==> src/design/sync_serial_cfg.svh <==
// Constants for the synchronous serial port: frame sizes, FIFO depth,
// bit timing and pin reset levels.
// Assumes inclusion by bare name from every design file that needs it.
`ifndef SYNC_SERIAL_CFG_SVH
`define SYNC_SERIAL_CFG_SVH

`define SSP_DATA_W      16
`define SSP_LEN_W       4
`define SSP_LEN_MIN     4'h3
`define SSP_FIFO_DEPTH  8
`define SSP_HALF_CYC    10
`define SSP_SYNC_W      4
`define SSP_PIN_INIT    4'h4
`define SSP_CNT_W       16

`endif

==> src/design/sync_serial_pkg.sv <==
// Types shared by the synchronous serial port design files.
// Assumes nothing beyond a SystemVerilog compiler.
package sync_serial_pkg;

    // Frame formats selectable on the port
    typedef enum logic [1:0] {
        FMT_SPI = 2'b00,
        FMT_SSI = 2'b01,
        FMT_MW  = 2'b10
    } frame_fmt_t;

    // Shift engine states, shared by master and slave roles
    typedef enum logic [1:0] {
        ST_IDLE  = 2'b00,
        ST_LEAD  = 2'b01,
        ST_SHIFT = 2'b10,
        ST_TRAIL = 2'b11
    } state_t;

endpackage : sync_serial_pkg

==> src/design/sync_serial_port.sv <==
// Synchronous serial port: master or slave shift engine for SPI, SSI
// and three-wire formats, with transmit and receive frame FIFOs.
// Assumes pins are resolved outside from out/oe pairs; link clock is
// slow enough (several core_clk cycles per half bit) to be oversampled.
//
// Functional notes
// - Port works as master or as slave
// - Eight-frame transmit and receive FIFOs
// - Frame length selectable from 4 to 16
// - Full duplex: equal frames both directions
// - One master, one slave per transfer
// - Master makes clock, slave samples it
// - SPI selects clock polarity, others idle low
// - Clock toggles only while frame moves
// - Master asserts select before data, releases after; SSI pulses it before data
// - Select active level follows frame format
// - Slave accepts data only while selected; SSI slave shifts after the select pulse
// - Slave drives MISO, master samples it
// - Unselected slave leaves MISO undriven, but SSI drives it while busy
// - Master drives MOSI, slave samples it
`include "sync_serial_cfg.svh"
`timescale 1ns/1ps
`default_nettype none
module sync_serial_port #(
    parameter int DATA_W     = `SSP_DATA_W,
    parameter int FIFO_DEPTH = `SSP_FIFO_DEPTH,
    parameter int HALF_CYC   = `SSP_HALF_CYC
) (
    input  wire logic                       core_clk,
    input  wire logic                       reset,
    input  wire logic                       clk_en,
    input  wire logic                       master_mode,
    input  wire sync_serial_pkg::frame_fmt_t frame_format,
    input  wire logic                       clk_polarity,
    input  wire logic                       clk_phase,
    input  wire logic [`SSP_LEN_W-1:0]      data_size,
    input  wire logic                       tx_valid,
    output logic                            tx_ready,
    input  wire logic [DATA_W-1:0]          tx_data,
    output logic                            rx_valid,
    input  wire logic                       rx_ready,
    output logic      [DATA_W-1:0]          rx_data,
    output logic                            rx_overrun,
    output logic                            busy,
    input  wire logic                       sck_in,
    output logic                            sck_out,
    output logic                            sck_oe,
    input  wire logic                       frame_sync_line_in,
    output logic                            frame_sync_line_out,
    output logic                            frame_sync_line_oe,
    input  wire logic                       miso_in,
    output logic                            miso_out,
    output logic                            miso_oe,
    input  wire logic                       mosi_in,
    output logic                            mosi_out,
    output logic                            mosi_oe
);
    import sync_serial_pkg::*;

    ////////////////////////////////////////////////////////////////////
    // Declarations

    state_t                 state_reg;
    logic [`SSP_CNT_W-1:0]  half_cnt_reg;
    logic                   phase_reg;
    logic [`SSP_LEN_W-1:0]  bit_cnt_reg;
    logic                   sck_reg;
    logic                   sck_prev_reg;
    logic                   sel_act_reg;
    logic                   push_reg;
    logic                   out_bit_reg;
    logic [DATA_W-1:0]      tx_sh_reg;
    logic [DATA_W-1:0]      tx_sh_next;
    logic [DATA_W-1:0]      rx_sh_reg;
    logic [`SSP_SYNC_W-1:0] pin_s;
    logic                   sck_s;
    logic                   sel_s;
    logic                   miso_s;
    logic                   mosi_s;
    logic                   tx_q_valid;
    logic [DATA_W-1:0]      tx_q_data;
    logic                   rx_in_ready;
    logic                   is_spi;
    logic                   is_ssi;
    logic                   idle_lvl;
    logic                   cpha_eff;
    logic                   sel_on;
    logic [`SSP_LEN_W-1:0]  len_m1;
    logic                   tick;
    logic                   lead;
    logic                   trail;
    logic                   sample;
    logic                   shift;
    logic                   last;
    logic                   in_bit;
    logic                   m_start;
    logic                   s_start;
    logic                   s_abort;
    logic                   load;

    // Sizes below four bits are not supported; treat them as four
    function automatic logic [`SSP_LEN_W-1:0] len_clamp(
        input logic [`SSP_LEN_W-1:0] sz
    );
        return (sz < `SSP_LEN_MIN) ? `SSP_LEN_MIN : sz;
    endfunction : len_clamp

    ////////////////////////////////////////////////////////////////////
    // Pin synchronisers and FIFOs

    // Select resets high so an idle non-SSI slave is not falsely addressed
    pin_sync #(
        .WIDTH (`SSP_SYNC_W),
        .INIT  (`SSP_PIN_INIT)
    ) u_pin_sync (
        .core_clk (core_clk),
        .reset    (reset),
        .d        ({sck_in, frame_sync_line_in, miso_in, mosi_in}),
        .q        (pin_s)
    );

    assign sck_s  = pin_s[3];
    assign sel_s  = pin_s[2];
    assign miso_s = pin_s[1];
    assign mosi_s = pin_s[0];

    // Outgoing frames wait here until the engine takes them
    frame_fifo #(
        .WIDTH (DATA_W),
        .DEPTH (FIFO_DEPTH)
    ) u_tx_fifo (
        .core_clk  (core_clk),
        .reset     (reset),
        .clk_en    (clk_en),
        .in_valid  (tx_valid),
        .in_ready  (tx_ready),
        .in_data   (tx_data),
        .out_valid (tx_q_valid),
        .out_ready (load),
        .out_data  (tx_q_data)
    );

    // Completed frames wait here for the user side
    frame_fifo #(
        .WIDTH (DATA_W),
        .DEPTH (FIFO_DEPTH)
    ) u_rx_fifo (
        .core_clk  (core_clk),
        .reset     (reset),
        .clk_en    (clk_en),
        .in_valid  (push_reg),
        .in_ready  (rx_in_ready),
        .in_data   (rx_sh_reg),
        .out_valid (rx_valid),
        .out_ready (rx_ready),
        .out_data  (rx_data)
    );

    ////////////////////////////////////////////////////////////////////
    // Format decode and shift events

    // Only SPI may idle the clock high; select is high-active for SSI
    assign is_spi   = (frame_format == FMT_SPI);
    assign is_ssi   = (frame_format == FMT_SSI);
    assign idle_lvl = is_spi ? clk_polarity : 1'b0;
    assign cpha_eff = is_spi ? clk_phase : is_ssi;
    assign sel_on   = is_ssi ? sel_s : !sel_s;
    assign len_m1   = len_clamp(data_size);
    assign tick     = (half_cnt_reg == `SSP_CNT_W'(HALF_CYC - 1));

    // Master edges come from its divider; slave edges from the pin
    always_comb
    begin
        lead  = 1'b0;
        trail = 1'b0;
        if (state_reg == ST_SHIFT)
        begin
            if (master_mode)
            begin
                lead  = tick && !phase_reg;
                trail = tick && phase_reg;
            end
            else if (sck_s != sck_prev_reg)
            begin
                lead  = (sck_s != idle_lvl);
                trail = (sck_s == idle_lvl);
            end
        end
    end

    // Sample and shift edges are swapped by the clock phase
    assign sample = cpha_eff ? trail : lead;
    assign shift  = cpha_eff ? (lead && bit_cnt_reg != '0)
                             : (trail && bit_cnt_reg != len_m1);
    assign last   = trail && (bit_cnt_reg == len_m1);
    assign in_bit = master_mode ? miso_s : mosi_s;

    // A master waits for receive room so no frame is ever lost
    assign m_start = master_mode && (state_reg == ST_IDLE)
                     && tx_q_valid && rx_in_ready;
    assign s_start = !master_mode && (state_reg == ST_IDLE) && sel_on;
    assign s_abort = !master_mode && !is_ssi
                     && (state_reg != ST_IDLE) && !sel_on;
    assign load    = m_start || s_start;

    ////////////////////////////////////////////////////////////////////
    // Sequencer

    // Idle, select lead-in, shifting, and release or wait-for-deselect
    always_ff @(posedge core_clk or posedge reset)
    begin
        if (reset)
            state_reg <= ST_IDLE;
        else if (clk_en)
        begin
            case (state_reg)
                ST_IDLE:
                begin
                    if (m_start)
                        state_reg <= ST_LEAD;
                    else if (s_start)
                        state_reg <= is_ssi ? ST_LEAD : ST_SHIFT;
                end
                ST_LEAD:
                begin
                    if (master_mode ? tick : !sel_s)
                        state_reg <= ST_SHIFT;
                end
                ST_SHIFT:
                begin
                    if (s_abort)
                        state_reg <= ST_IDLE;
                    else if (last)
                        state_reg <= ST_TRAIL;
                end
                ST_TRAIL:
                begin
                    if (master_mode ? tick : (is_ssi || !sel_on))
                        state_reg <= ST_IDLE;
                end
                default:
                    state_reg <= ST_IDLE;
            endcase
        end
    end

    // Half-bit divider runs only while the master has a frame going
    always_ff @(posedge core_clk or posedge reset)
    begin
        if (reset)
            half_cnt_reg <= '0;
        else if (clk_en)
        begin
            if (!master_mode || state_reg == ST_IDLE || tick)
                half_cnt_reg <= '0;
            else
                half_cnt_reg <= half_cnt_reg + 1'b1;
        end
    end

    // Bit phase and bit count, shared by both roles
    always_ff @(posedge core_clk or posedge reset)
    begin
        if (reset)
        begin
            phase_reg   <= 1'b0;
            bit_cnt_reg <= '0;
        end
        else if (clk_en)
        begin
            if (state_reg != ST_SHIFT || lead)
                phase_reg <= (state_reg == ST_SHIFT);
            else if (trail)
                phase_reg <= 1'b0;
            if (load)
                bit_cnt_reg <= '0;
            else if (trail && !last)
                bit_cnt_reg <= bit_cnt_reg + 1'b1;
        end
    end

    ////////////////////////////////////////////////////////////////////
    // Link pins

    // Clock rests at its idle level outside the shifting state
    always_ff @(posedge core_clk or posedge reset)
    begin
        if (reset)
        begin
            sck_reg      <= 1'b0;
            sck_prev_reg <= 1'b0;
        end
        else if (clk_en)
        begin
            sck_prev_reg <= sck_s;
            if (!master_mode || state_reg != ST_SHIFT)
                sck_reg <= idle_lvl;
            else if (tick)
                sck_reg <= !sck_reg;
        end
    end

    // Select goes active with the frame; SSI only pulses it before data
    always_ff @(posedge core_clk or posedge reset)
    begin
        if (reset)
            sel_act_reg <= 1'b0;
        else if (clk_en)
        begin
            if (!master_mode)
                sel_act_reg <= 1'b0;
            else if (m_start)
                sel_act_reg <= 1'b1;
            else if (state_reg == ST_LEAD && tick && is_ssi)
                sel_act_reg <= 1'b0;
            else if (state_reg == ST_TRAIL && tick)
                sel_act_reg <= 1'b0;
        end
    end

    // Pins are driven only in the role that owns them
    assign sck_out             = sck_reg;
    assign sck_oe              = master_mode;
    assign frame_sync_line_out = sel_act_reg ? is_ssi : !is_ssi;
    assign frame_sync_line_oe  = master_mode;
    assign mosi_out            = out_bit_reg;
    assign mosi_oe             = master_mode;
    assign miso_out            = out_bit_reg;
    assign miso_oe             = !master_mode
                                 && (is_ssi ? state_reg != ST_IDLE : sel_on);
    assign busy                = (state_reg != ST_IDLE);

    ////////////////////////////////////////////////////////////////////
    // Data path

    // An empty transmit FIFO sends zeros rather than stalling a slave
    always_comb
    begin
        tx_sh_next = tx_sh_reg;
        if (load)
            tx_sh_next = tx_q_valid ? tx_q_data : '0;
        else if (shift)
            tx_sh_next = {tx_sh_reg[DATA_W-2:0], 1'b0};
    end

    // Frames leave MSB first from the selected length's top bit
    always_ff @(posedge core_clk or posedge reset)
    begin
        if (reset)
        begin
            tx_sh_reg   <= '0;
            out_bit_reg <= 1'b0;
        end
        else if (clk_en)
        begin
            tx_sh_reg   <= tx_sh_next;
            out_bit_reg <= tx_sh_next[len_m1];
        end
    end

    // Receive shifter is cleared per frame, so short frames are right-aligned
    always_ff @(posedge core_clk or posedge reset)
    begin
        if (reset)
        begin
            rx_sh_reg <= '0;
            push_reg  <= 1'b0;
        end
        else if (clk_en)
        begin
            if (load)
                rx_sh_reg <= '0;
            else if (sample)
                rx_sh_reg <= {rx_sh_reg[DATA_W-2:0], in_bit};
            push_reg <= last;
        end
    end

    // A slave cannot hold off its master, so a full FIFO drops the frame
    assign rx_overrun = push_reg && !rx_in_ready;

    ////////////////////////////////////////////////////////////////////
    // Assertions

    // Outside a frame the clock may only settle onto a new idle level
    sck_quiet_a: assert property (@(posedge core_clk) disable iff (reset)
        (master_mode && $past(master_mode) && $changed(sck_out))
        |-> ($past(state_reg) == ST_SHIFT) || (sck_out == $past(idle_lvl)))
        else $error("clock moved outside a frame");

    idle_level_a: assert property (@(posedge core_clk) disable iff (reset)
        (master_mode && !is_spi && state_reg == ST_IDLE
         && $past(state_reg) == ST_IDLE && $stable(frame_format))
        |-> !sck_out)
        else $error("non-SPI clock not idle low");

    sel_lead_a: assert property (@(posedge core_clk) disable iff (reset)
        (clk_en && m_start) |=> (state_reg == ST_LEAD) && sel_act_reg)
        else $error("select not active before data");

    sel_release_a: assert property (@(posedge core_clk) disable iff (reset)
        (clk_en && master_mode && state_reg == ST_TRAIL && tick)
        |=> !sel_act_reg && state_reg == ST_IDLE)
        else $error("select not released after frame");

    sel_level_a: assert property (@(posedge core_clk) disable iff (reset)
        (master_mode && state_reg == ST_SHIFT && $stable(frame_format))
        |-> frame_sync_line_out == 1'b0)
        else $error("select level wrong while shifting");

    frame_length_a: assert property (@(posedge core_clk) disable iff (reset)
        (clk_en && last) |=> push_reg && $past(bit_cnt_reg) == $past(len_m1))
        else $error("frame length mismatch");

    slave_abort_a: assert property (@(posedge core_clk) disable iff (reset)
        (clk_en && s_abort) |=> state_reg == ST_IDLE)
        else $error("slave kept shifting after deselect");

    miso_hiz_a: assert property (@(posedge core_clk) disable iff (reset)
        (!master_mode && !is_ssi && sel_s) |-> !miso_oe)
        else $error("unselected slave drives MISO");

    role_pins_a: assert property (@(posedge core_clk) disable iff (reset)
        master_mode |-> sck_oe && mosi_oe && !miso_oe)
        else $error("master pin directions wrong");

    tx_pop_a: assert property (@(posedge core_clk) disable iff (reset)
        (clk_en && m_start)
        |-> tx_q_valid && load ##1 mosi_out == $past(tx_q_data[len_m1]))
        else $error("master frame not taken from FIFO");
endmodule : sync_serial_port
`default_nettype wire

==> src/design/pin_sync.sv <==
// Two-stage synchroniser for pins arriving from outside core_clk.
// Assumes the sampled signals change slowly compared to core_clk.
`timescale 1ns/1ps
`default_nettype none
module pin_sync #(
    parameter int              WIDTH = 1,
    parameter logic [WIDTH-1:0] INIT = '0
) (
    input  wire logic             core_clk,
    input  wire logic             reset,
    input  wire logic [WIDTH-1:0] d,
    output logic      [WIDTH-1:0] q
);
    logic [WIDTH-1:0] meta_reg;

    // First stage feeds only the second stage
    always_ff @(posedge core_clk or posedge reset)
    begin
        if (reset)
        begin
            meta_reg <= INIT;
            q        <= INIT;
        end
        else
        begin
            meta_reg <= d;
            q        <= meta_reg;
        end
    end
endmodule : pin_sync
`default_nettype wire

==> src/design/frame_fifo.sv <==
// Frame FIFO with valid/ready on both sides and honest full/empty.
// Assumes a single clock; clk_en low freezes all state.
`timescale 1ns/1ps
`default_nettype none
module frame_fifo #(
    parameter int WIDTH = 16,
    parameter int DEPTH = 8
) (
    input  wire logic             core_clk,
    input  wire logic             reset,
    input  wire logic             clk_en,
    input  wire logic             in_valid,
    output logic                  in_ready,
    input  wire logic [WIDTH-1:0] in_data,
    output logic                  out_valid,
    input  wire logic             out_ready,
    output logic      [WIDTH-1:0] out_data
);
    localparam int AW = $clog2(DEPTH);

    logic [WIDTH-1:0] mem [DEPTH];
    logic [AW-1:0]    wr_ptr_reg;
    logic [AW-1:0]    rd_ptr_reg;
    logic [AW:0]      count_reg;
    logic             wr_go;
    logic             rd_go;

    // Full refuses writes, empty hides data
    assign in_ready  = (count_reg != (AW+1)'(DEPTH)) && clk_en;
    assign out_valid = (count_reg != '0) && clk_en;
    assign wr_go     = in_valid && in_ready;
    assign rd_go     = out_valid && out_ready;
    assign out_data  = mem[rd_ptr_reg];

    // Storage array, written at the tail
    always_ff @(posedge core_clk)
    begin
        if (wr_go)
            mem[wr_ptr_reg] <= in_data;
    end

    // Pointers wrap at DEPTH, so DEPTH need not be a power of two
    always_ff @(posedge core_clk or posedge reset)
    begin
        if (reset)
        begin
            wr_ptr_reg <= '0;
            rd_ptr_reg <= '0;
            count_reg  <= '0;
        end
        else if (clk_en)
        begin
            if (wr_go)
                wr_ptr_reg <= (wr_ptr_reg == AW'(DEPTH - 1)) ? '0 : wr_ptr_reg + 1'b1;
            if (rd_go)
                rd_ptr_reg <= (rd_ptr_reg == AW'(DEPTH - 1)) ? '0 : rd_ptr_reg + 1'b1;
            if (wr_go && !rd_go)
                count_reg <= count_reg + 1'b1;
            else if (rd_go && !wr_go)
                count_reg <= count_reg - 1'b1;
        end
    end
endmodule : frame_fifo
`default_nettype wire

==> config.mk <==
export PLATFORM = sky130hd
export DESIGN_NAME = sync_serial_port
export DESIGN_NICKNAME = d
export VERILOG_FILES = /design/src/design/sync_serial_pkg.sv /design/src/design/sync_serial_port.sv /design/src/design/pin_sync.sv /design/src/design/frame_fifo.sv
export VERILOG_INCLUDE_DIRS = /design/src /design/src/design
export SDC_FILE = /design/constraint.sdc
export NUM_CORES = 1
export LEC_CHECK = 0
export ABC_AREA = 1
export BUFFER_PORTS_ARGS = -buffer_cell sky130_fd_sc_hd__buf_4
export CAP_MARGIN = 40
export CORE_MARGIN = 1.5
export CORE_UTILIZATION = 45
export CTS_CLUSTER_DIAMETER = 200
export CTS_CLUSTER_SIZE = 8
export DETAILED_ROUTE_END_ITERATION = 6
export PLACE_DENSITY_LB_ADDON = 0.12
export SLEW_MARGIN = 5
export SYNTH_ARGS = -nofsm -noshare
export SYNTH_HDL_FRONTEND = slang
export SYNTH_SLANG_ARGS = --single-unit
==> constraint.sdc <==
create_clock -name core_clk -period 3.6 [get_ports core_clk]
set_input_delay 0.72 -clock core_clk [delete_from_list [all_inputs] [get_ports core_clk]]
set_output_delay 0.72 -clock core_clk [all_outputs]
set_load 0.02 [all_outputs]
==> run summary, run 1 <==
Traced cell by cell, the critical path runs through inv_1 > buf_4 > o21ai_0 > o22ai_1 > nor2_1 > a31oi_1 > buf_4. Entering global routing, the biggest net connects 89 pins. The total number of yosys warnings came out at 0. By count the netlist is led by sky130_fd_sc_hd__edfxtp_1, sky130_fd_sc_hd__nor2_1, sky130_fd_sc_hd__o21ai_0.

In this run the remaining antenna-violating nets after routing total 0. The initialized floorplan defines 66 standard-cell rows. The library cell with the largest summed area after synthesis was sky130_fd_sc_hd__edfxtp_1.

The TritonCTS sink count came out at 344. Dividing the synthesized area by the synthesized cell count gives 11.1 um2. The quantity of hold-fixing buffers added after cts was 0; the clock transition time at the flip-flop clock pins of the worst setup and hold paths was 0.05 ns.

For this block, the initial DRC count from the detailed router was 757. The share of synthesized area in the top cell type comes to 51.6%. In the global route stage, overall resource usage came out at 20.6%. After synthesis the netlist holds a flip-flop and latch count of 344.

The post-synth net total came out at 1393. The die width was 185 um. The count of endpoints failing hold in the final timing report came out at 0.

Synthesis produced a netlist whose cell count is 1338. Data arrives at the worst endpoint at 2.45 ns. The tools report the netlist area before placement as 14900 um2. Of the synthesized area, sequential elements account for 66.4%. Type of the most critical hold path: in -> async. Nature of the critical path endpoint: an output pin. The run gives 0 as the number of max-slew violations in the final report. Relative max-transition margin: 50.2%.

The logs give 48 for the number of buffers inserted during clock tree synthesis and 0 for the reported max-cap violation count. Counting flops with a built-in enable in the synthesized netlist gives 256. Wires add up to 34.0 mm. The logs give 6 for the number of detailed-route iterations in the first pass and 0.404 mV for the worst vdd rail ir drop. The count of boundary I/O pins is 62. The cell family contributing the most delay on the critical path is buffers and inverters. The smallest hold slack was 0.273 ns. Of all flip-flops after synthesis, the portion carrying an async set or reset was 25.6%. The run gives 45.8% as the initial cell density of the core. Setup repair after global routing left no endpoint under its margin.

The area of the die was 34200 um2; the minimum clock period was 3.17 ns. The period utilization is 88.0%, and the critical path data required time is 2.88 ns. The run gives 2 as the number of levels in the clock H-tree.

The post-CTS setup repair buffer count came out at 0. Along the worst path, the maximum fanout reaches 21. The most numerous cell type found on the critical path is sky130_fd_sc_hd__buf_4.

The run finished with clean final reports. In the final layout, the multi-input gates occupy 4370 um2. After legalization and detailed placement, the total HPWL measured 19.9 mm. Class of the most critical setup path: reg -> out. The largest registers in the layout are u_rx_fifo.mem: 128 flops, u_tx_fifo.mem: 128 flops. The count of input and output buffers is 61, and the maximum single-stage delay on the critical path is 0.38 ns.

Setup violations remaining at the end of the flow were counted as 0. In this run the deepest clock path goes through 3 buffers. Adding up every negative setup slack in the final design gives 0 ns. Dividing total power by cell area gives a power density of 758 nW/um2.

Cell with the most instances after synthesis: sky130_fd_sc_hd__edfxtp_1. By area the synthesized netlist is led by sky130_fd_sc_hd__edfxtp_1, sky130_fd_sc_hd__dfrtp_1, sky130_fd_sc_hd__nor2_1. Dividing the detail-routed wire length by the instance count gives 17.9 um. The count of buffering cells on the critical path with inverters included came out at 3. TritonCTS built the clock tree. The synthesis-to-finish area growth was 15.9%. In this run, post-CTS repair resized a total of 0 instances.

Fraction of final layout cells sized beyond drive strength 1: 13.1%. The chip height was 185 um. The highest clock frequency the design can meet was 316 MHz; the mean number of vias per cell was 5.36. The most used flip-flop cell after synthesis is sky130_fd_sc_hd__edfxtp_1. The combined flip-flop and latch cell area is 9890 um2. The core region is 32500 um2. Routability-driven placement finished with a final weighted congestion of 0.816. The first-pass GRT wire length is 54.2 mm, and the number of antenna violations at the first check in global routing is 0. Synthesis instantiated 45 different standard cells from the library. The filler cell count in the final layout was 2892; the actual slew at the worst max-slew pin was 0.746 ns. The tree is rooted in a sky130_fd_sc_hd__clkbuf_16.

Number of global-route vias before repair: 9907. On the final layout, the worst clock skew is 0.0181 ns. In this run the static leakage power is 6.70 nW. The number of nets at the end of the flow was 1470. For this run, design rule violations remaining after detail routing come to 0. The number of antenna diodes in the final layout is 0. Via total after detailed routing: 10200. STA classifies the critical path startpoint as a flip-flop. The insertion delay to the later sink of the worst-skew pair was 0.55 ns; the final global-route overflow total was 0. On the critical path, the stage with the largest delay is an instance of sky130_fd_sc_hd__dfrtp_1.
-- report_power, final --
group	internal [mW]	leakage, nW	switching [mW]
registers	4.73	3.60	0.368
logic	1.36	2.44	2.50
clock network	2.51	0.658	1.63
-- metal layers --
metal  GRT usage, %  vias up  wire, um
li1               -     4902         -
met1           26.8     4930     14800
met2           34.7      276     16500
met3           3.81       69      1870
met4           6.93        0       840
met5              0        -         0
-- worst paths after layout --
kind	slack, ns	end	startpoint	cells past startpoint
worst max register to register	0.85	u_tx_fifo.count_reg[3]$_DFFE_PP0P_	u_pin_sync.q[2]$_DFF_PP1_	17
min in group core_clk	0.28	u_pin_sync.meta_reg[2]$_DFF_PP1_	frame_sync_line_in	1
worst min register to register	0.34	u_pin_sync.q[3]$_DFF_PP0_	u_pin_sync.meta_reg[3]$_DFF_PP0_	0
max in group asynchronous	2.89	u_tx_fifo.rd_ptr_reg[0]$_DFFE_PP0P_	reset	3
worst max-delay path	0.43	rx_data[2]	u_rx_fifo.rd_ptr_reg[1]$_DFFE_PP0P_	7
worst min-delay path	0.27	half_cnt_reg[9]$_DFFE_PP0P_	reset	3
-- metrics by stage --
| step | worst slack (ns) | cell area [um2] | std cells | util [%] | total power [mW] |
|---|---|---|---|---|---|
| finish | 0.434 | 17300 | 1897 | 53.1 | 13.1 |
| global route | 0.271 | 17300 | 1897 | 53.1 | 13.9 |
| CTS | 0.378 | 17300 | 1897 | 53.1 | 13.2 |
| detailed placement | 0.244 | 15900 | 1807 | 48.8 | 9.03 |
| global placement | 0.307 | 15900 | 1807 | 48.8 | 8.99 |
| floorplan | 0.414 | 14900 | 1338 | - | 7.75 |
-- cells by family after synthesis --
kind of cell | Yosys count | synth area share, %
compound gates | 269 | 10.5
xor+xnor | 15 | 0.882
fa+ha+maj | 21 | 1.87
buf+inv | 150 | 4.25
flops | 344 | 66.4
mux | 13 | 0.882
simple gates | 526 | 15.2
-- layout by cell type (no fill, tap or decap), drive strengths merged --
cell    Yosys  final
or2         4      4
a21oi      16     16
edfxtp    256    256
clkinv      1      4
buf        24     96
nand3     111    111
o21bai      1      1
mux2        1      1
dfstp       2      2
ha         19     19
o21ai     157    157
xnor2       3      3
a41oi       1      1
xor2       12     12
inv        80     80
nor3        8      8
a31oi      37     37
o221ai     32     32
o211ai      1      1
nand3b      1      1
nand4       3      3
a211oi      1      1
nand2     142    142
nor4        1      1
nor2      254    254
fa          2      2
a21o        2      2
o21a        1      1
o31ai       1      1
clkbuf     45     87
mux2i      12     12
o22ai      19     19
dfrtp      86     86
nor3b       2      2
-- tightest hold or removal path, delay by kind of cell --
family   cells  cell delay (ns)
buf+inv      3             0.54
-- area by class of cell --
cell class | instances | area share [%]
multi-input cells | 844 | 25.3
inverters | 81 | 1.78
flip-flops and latches | 344 | 57.3
clock inverters | 3 | 0.283
well taps | 442 | 3.20
clock buffers | 87 | 7.80
repair buffers | 96 | 4.32
Note: power is estimated with default switching activity, not from simulation.
==> run 2: changes to the inputs <==
--- a/config.mk
+++ b/config.mk
@@ -9,7 +9,6 @@
 export ABC_AREA = 1
 export BUFFER_PORTS_ARGS = -buffer_cell sky130_fd_sc_hd__buf_4
 export CAP_MARGIN = 40
-export CORE_MARGIN = 1.5
 export CORE_UTILIZATION = 45
 export CTS_CLUSTER_DIAMETER = 200
 export CTS_CLUSTER_SIZE = 8
==> run 2 against run 1 <==
Die area down 1.1%. Cell count shrank 0.16%. Design area barely moved. Non-clock buffer count decreased by 1. Clock-buffer cell count decreased by 2. Wire length is 0.36% lower. Register-to-register slack better by 0.02 ns. Via count fell by 1.0%. Clock power is essentially flat. Global-route usage increased by 0.086 points. Largest cell class unchanged. Largest power group unchanged.
==> run summary, run 2 (synthesized netlist as in run 1, its figures left out) <==
The flow ran to the end, and the final reports show no timing, DRC or antenna violations. The run gives 0 (unchanged) as the count of endpoints failing hold in the final timing report. The number of stages on the worst hold path is 1. The quantity of hold-fixing buffers added after cts was 0 (unchanged); the critical path arrival was 2.34 ns (-0.11 ns). The run gives 45.8% (unchanged) as the initial cell density of the core. The total of endpoints with negative setup slack in the final report is 0 (unchanged), and the TritonCTS sink count is 344 (unchanged). The floorplan row count was 66 (unchanged).

The tightest min-delay check is of the in -> reg type. The tools report the capture instance of the worst register-to-register path as u_tx_fifo.count_reg[3]$_DFFE_PP0P_. The number of buffers inserted during clock tree synthesis came out at 48 (unchanged). The number of max-slew violations in the final report was 0 (unchanged). Average routed wire per standard cell: 17.9 um (-0.20%).

The tools report the total negative slack as 0 ns (unchanged). The tools report the maximum clock insertion buffer count as 3 (unchanged). The worst setup path is launched from a flip-flop. The run gives 0.55 ns (about the same) as the insertion delay to the later sink of the worst-skew pair. The area of the die is 33800 um2 (-1.1%). TritonCTS built the clock tree. Setup repair after global routing left no endpoint under its margin. The tools report the number of levels in the clock H-tree as 2 (unchanged). The period utilization is 85.0% (-3.0 points), and the core box area is 32500 um2 (unchanged). The largest net degree at the start of global routing is 67 (-25%), and the total of cells resized after clock tree synthesis is 0 (unchanged).

The largest registers in the layout are u_rx_fifo.mem: 128 flops, u_tx_fifo.mem: 128 flops. For the placer's final routability congestion estimate, the log shows 0.821 (+0.63%). The post-CTS setup repair buffer count was 0 (unchanged).

The smallest hold slack is 0.280 ns (+0.00669 ns). The tools report the half-perimeter wire length after detailed placement as 19.8 mm (-0.56%). The run gives 2.88 ns (about the same) as the critical path data required time. The power density over cell area is 755 nW/um2 (-0.40%). The count of input and output buffers is 61 (unchanged), and the number of detailed-route iterations in the first pass is 4 (-2).

Worst-case hold path end point: u_pin_sync.meta_reg[3]$_DFF_PP0_. Number of diodes added for antenna fixing: 0 (unchanged). Minimum setup slack among reg-to-reg paths: 0.87 ns (+0.02 ns). The number of global-route vias before repair came out at 9943 (+0.36%). The number of cells on the worst reg-to-reg path works out to 17 (unchanged). The relative max-transition margin came out at 47.4% (-2.9 points). The worst vdd rail ir drop came out at 0.611 mV (+51%). For the number of violations reported at the end of detailed-routing iteration 0, the log shows 683 (-9.8%).

Fraction of final layout cells sized beyond drive strength 1: 13.1% (-0.042 points). Synthesis-to-finish area growth: 16.0% (about the same). The root buffer cell was sky130_fd_sc_hd__clkbuf_16.

The critical path in this run is classified as reg -> out. The placed cell count was 1806 (-0.055%); the maximum fanout encountered on the critical timing path was 44 (+110%). The run gives 0 (unchanged) as the residual DRC count. The logs give 62 (unchanged) for the count of boundary I/O pins and 20.7% (+0.086 points) for the combined global-route utilization of all metal layers. The run gives 0 (unchanged) as the remaining number of nets flagged by the antenna check after routing. The tools report the number of nets at the end of the flow as 1469 (-0.068%). In this run the most critical hold path is launched from sck_in. The highest clock frequency the design can meet came out at 327 MHz (+3.5%). The startpoint identified for the worst register-to-register timing path is u_pin_sync.q[2]$_DFF_PP1_.

The most common cell after layout, fill and taps aside is sky130_fd_sc_hd__edfxtp_1. The clock transition time at the flip-flop clock pins of the worst setup and hold paths was 0.05 ns (about the same). Reported max-cap violation count: 0 (unchanged).

The actual slew at the worst max-slew pin came out at 0.787 ns (+0.0409 ns). The die width is 184 um (-0.54%), and the mean number of vias per cell is 5.32 (-0.87%). The logs give 6.70 nW (about the same) for the leakage power summed over all cells and 0 (unchanged) for the number of antenna violations at the first check in global routing. The first-pass GRT wire length is 54.2 mm (unchanged).

The overall power consumption came out at 13.0 mW (-0.36%). The via total after detailed routing came out at 10100 (-1.0%). The number of standard cells in the layout, taps in and fillers out is 1894 (-0.16%).

The run gives 0.0173 ns (-0.000845 ns) as the worst setup skew after layout. The chip height is 184 um (-0.54%), and the final global-route overflow total is 0 (unchanged). The library cells used most frequently in the layout, excluding fill and tap cells, are sky130_fd_sc_hd__edfxtp_1, sky130_fd_sc_hd__nor2_1, sky130_fd_sc_hd__o21ai_0. The worst setup path is captured at an output pin. The filler cell count in the final layout came out at 2887 (-0.17%).

The minimum clock period was 3.06 ns (-0.107 ns). The run gives 33.9 mm (-0.36%) as the routed wire length.
run 2: area by class of cell:
class / instances / area [um2] / area share [%]
clock buffers: 85 / 1340 / 7.76
clock inverters: 3 / 45.0 / 0.261
inverters: 81 / 307 / 1.77
multi-input cells: 844 / 4370 / 25.3
flip-flops and latches: 344 / 9890 / 57.3
well taps: 442 / 553 / 3.20
repair buffers: 95 / 763 / 4.42
run 2: worst max-delay path: stages, from the launching register on:
cell                      delay [ns]
sky130_fd_sc_hd__dfrtp_2        0.36
sky130_fd_sc_hd__buf_4          0.42
sky130_fd_sc_hd__o21ai_0        0.17
sky130_fd_sc_hd__o22ai_1        0.18
sky130_fd_sc_hd__nor2_1         0.06
sky130_fd_sc_hd__a31oi_1        0.37
sky130_fd_sc_hd__buf_4          0.22
run 2: worst max path at each step:
| stage | startpoint | endpoint | slack [ns] |
|---|---|---|---|
| 6_report | u_rx_fifo.rd_ptr_reg[0]$_DFFE_PP0P_ | rx_data[14] | 0.54 |
| 5_1_grt | u_rx_fifo.rd_ptr_reg[1]$_DFFE_PP0P_ | rx_data[9] | 0.40 |
| 4_1_cts | u_rx_fifo.rd_ptr_reg[1]$_DFFE_PP0P_ | rx_data[9] | 0.50 |
| 3_5_place_dp | frame_format[1] | u_tx_fifo.count_reg[3]$_DFFE_PP0P_ | 0.39 |
| 3_3_place_gp | frame_format[1] | u_tx_fifo.count_reg[3]$_DFFE_PP0P_ | 0.44 |
| 2_1_floorplan | frame_format[0] | u_tx_fifo.count_reg[3]$_DFFE_PP0P_ | 0.41 |
run 2: power by group:
part           internal [mW]  switching [mW]  leakage [nW]  total [mW]
clock                   2.50            1.62         0.656        4.13
sequential              4.73           0.334          3.60        5.06
combinational           1.38            2.48          2.44        3.86
total                   8.61            4.44          6.70        13.0
run 2: stage by stage:
step / setup slack, ns / util [%] / area [um2]
3_5_place_dp: 0.391 / 48.8 / 15900
3_3_place_gp: 0.441 / 48.8 / 15900
2_1_floorplan: 0.414 / - / 14900
4_1_cts: 0.497 / 53.1 / 17300
6_report: 0.541 / 53.1 / 17300
5_1_grt: 0.396 / 53.1 / 17300
run 2: metal layers:
layer / global-route usage (%) / vias to the layer above / part of all wire, % / routed length (um)
met3: 2.85 / 66 / 4.4 / 1500
met1: 27.2 / 4877 / 44 / 14900
met4: 7.40 / 0 / 2.5 / 835
li1: - / 4896 / - / -
met2: 35.0 / 234 / 49 / 16600
met5: 0 / - / 0 / 0
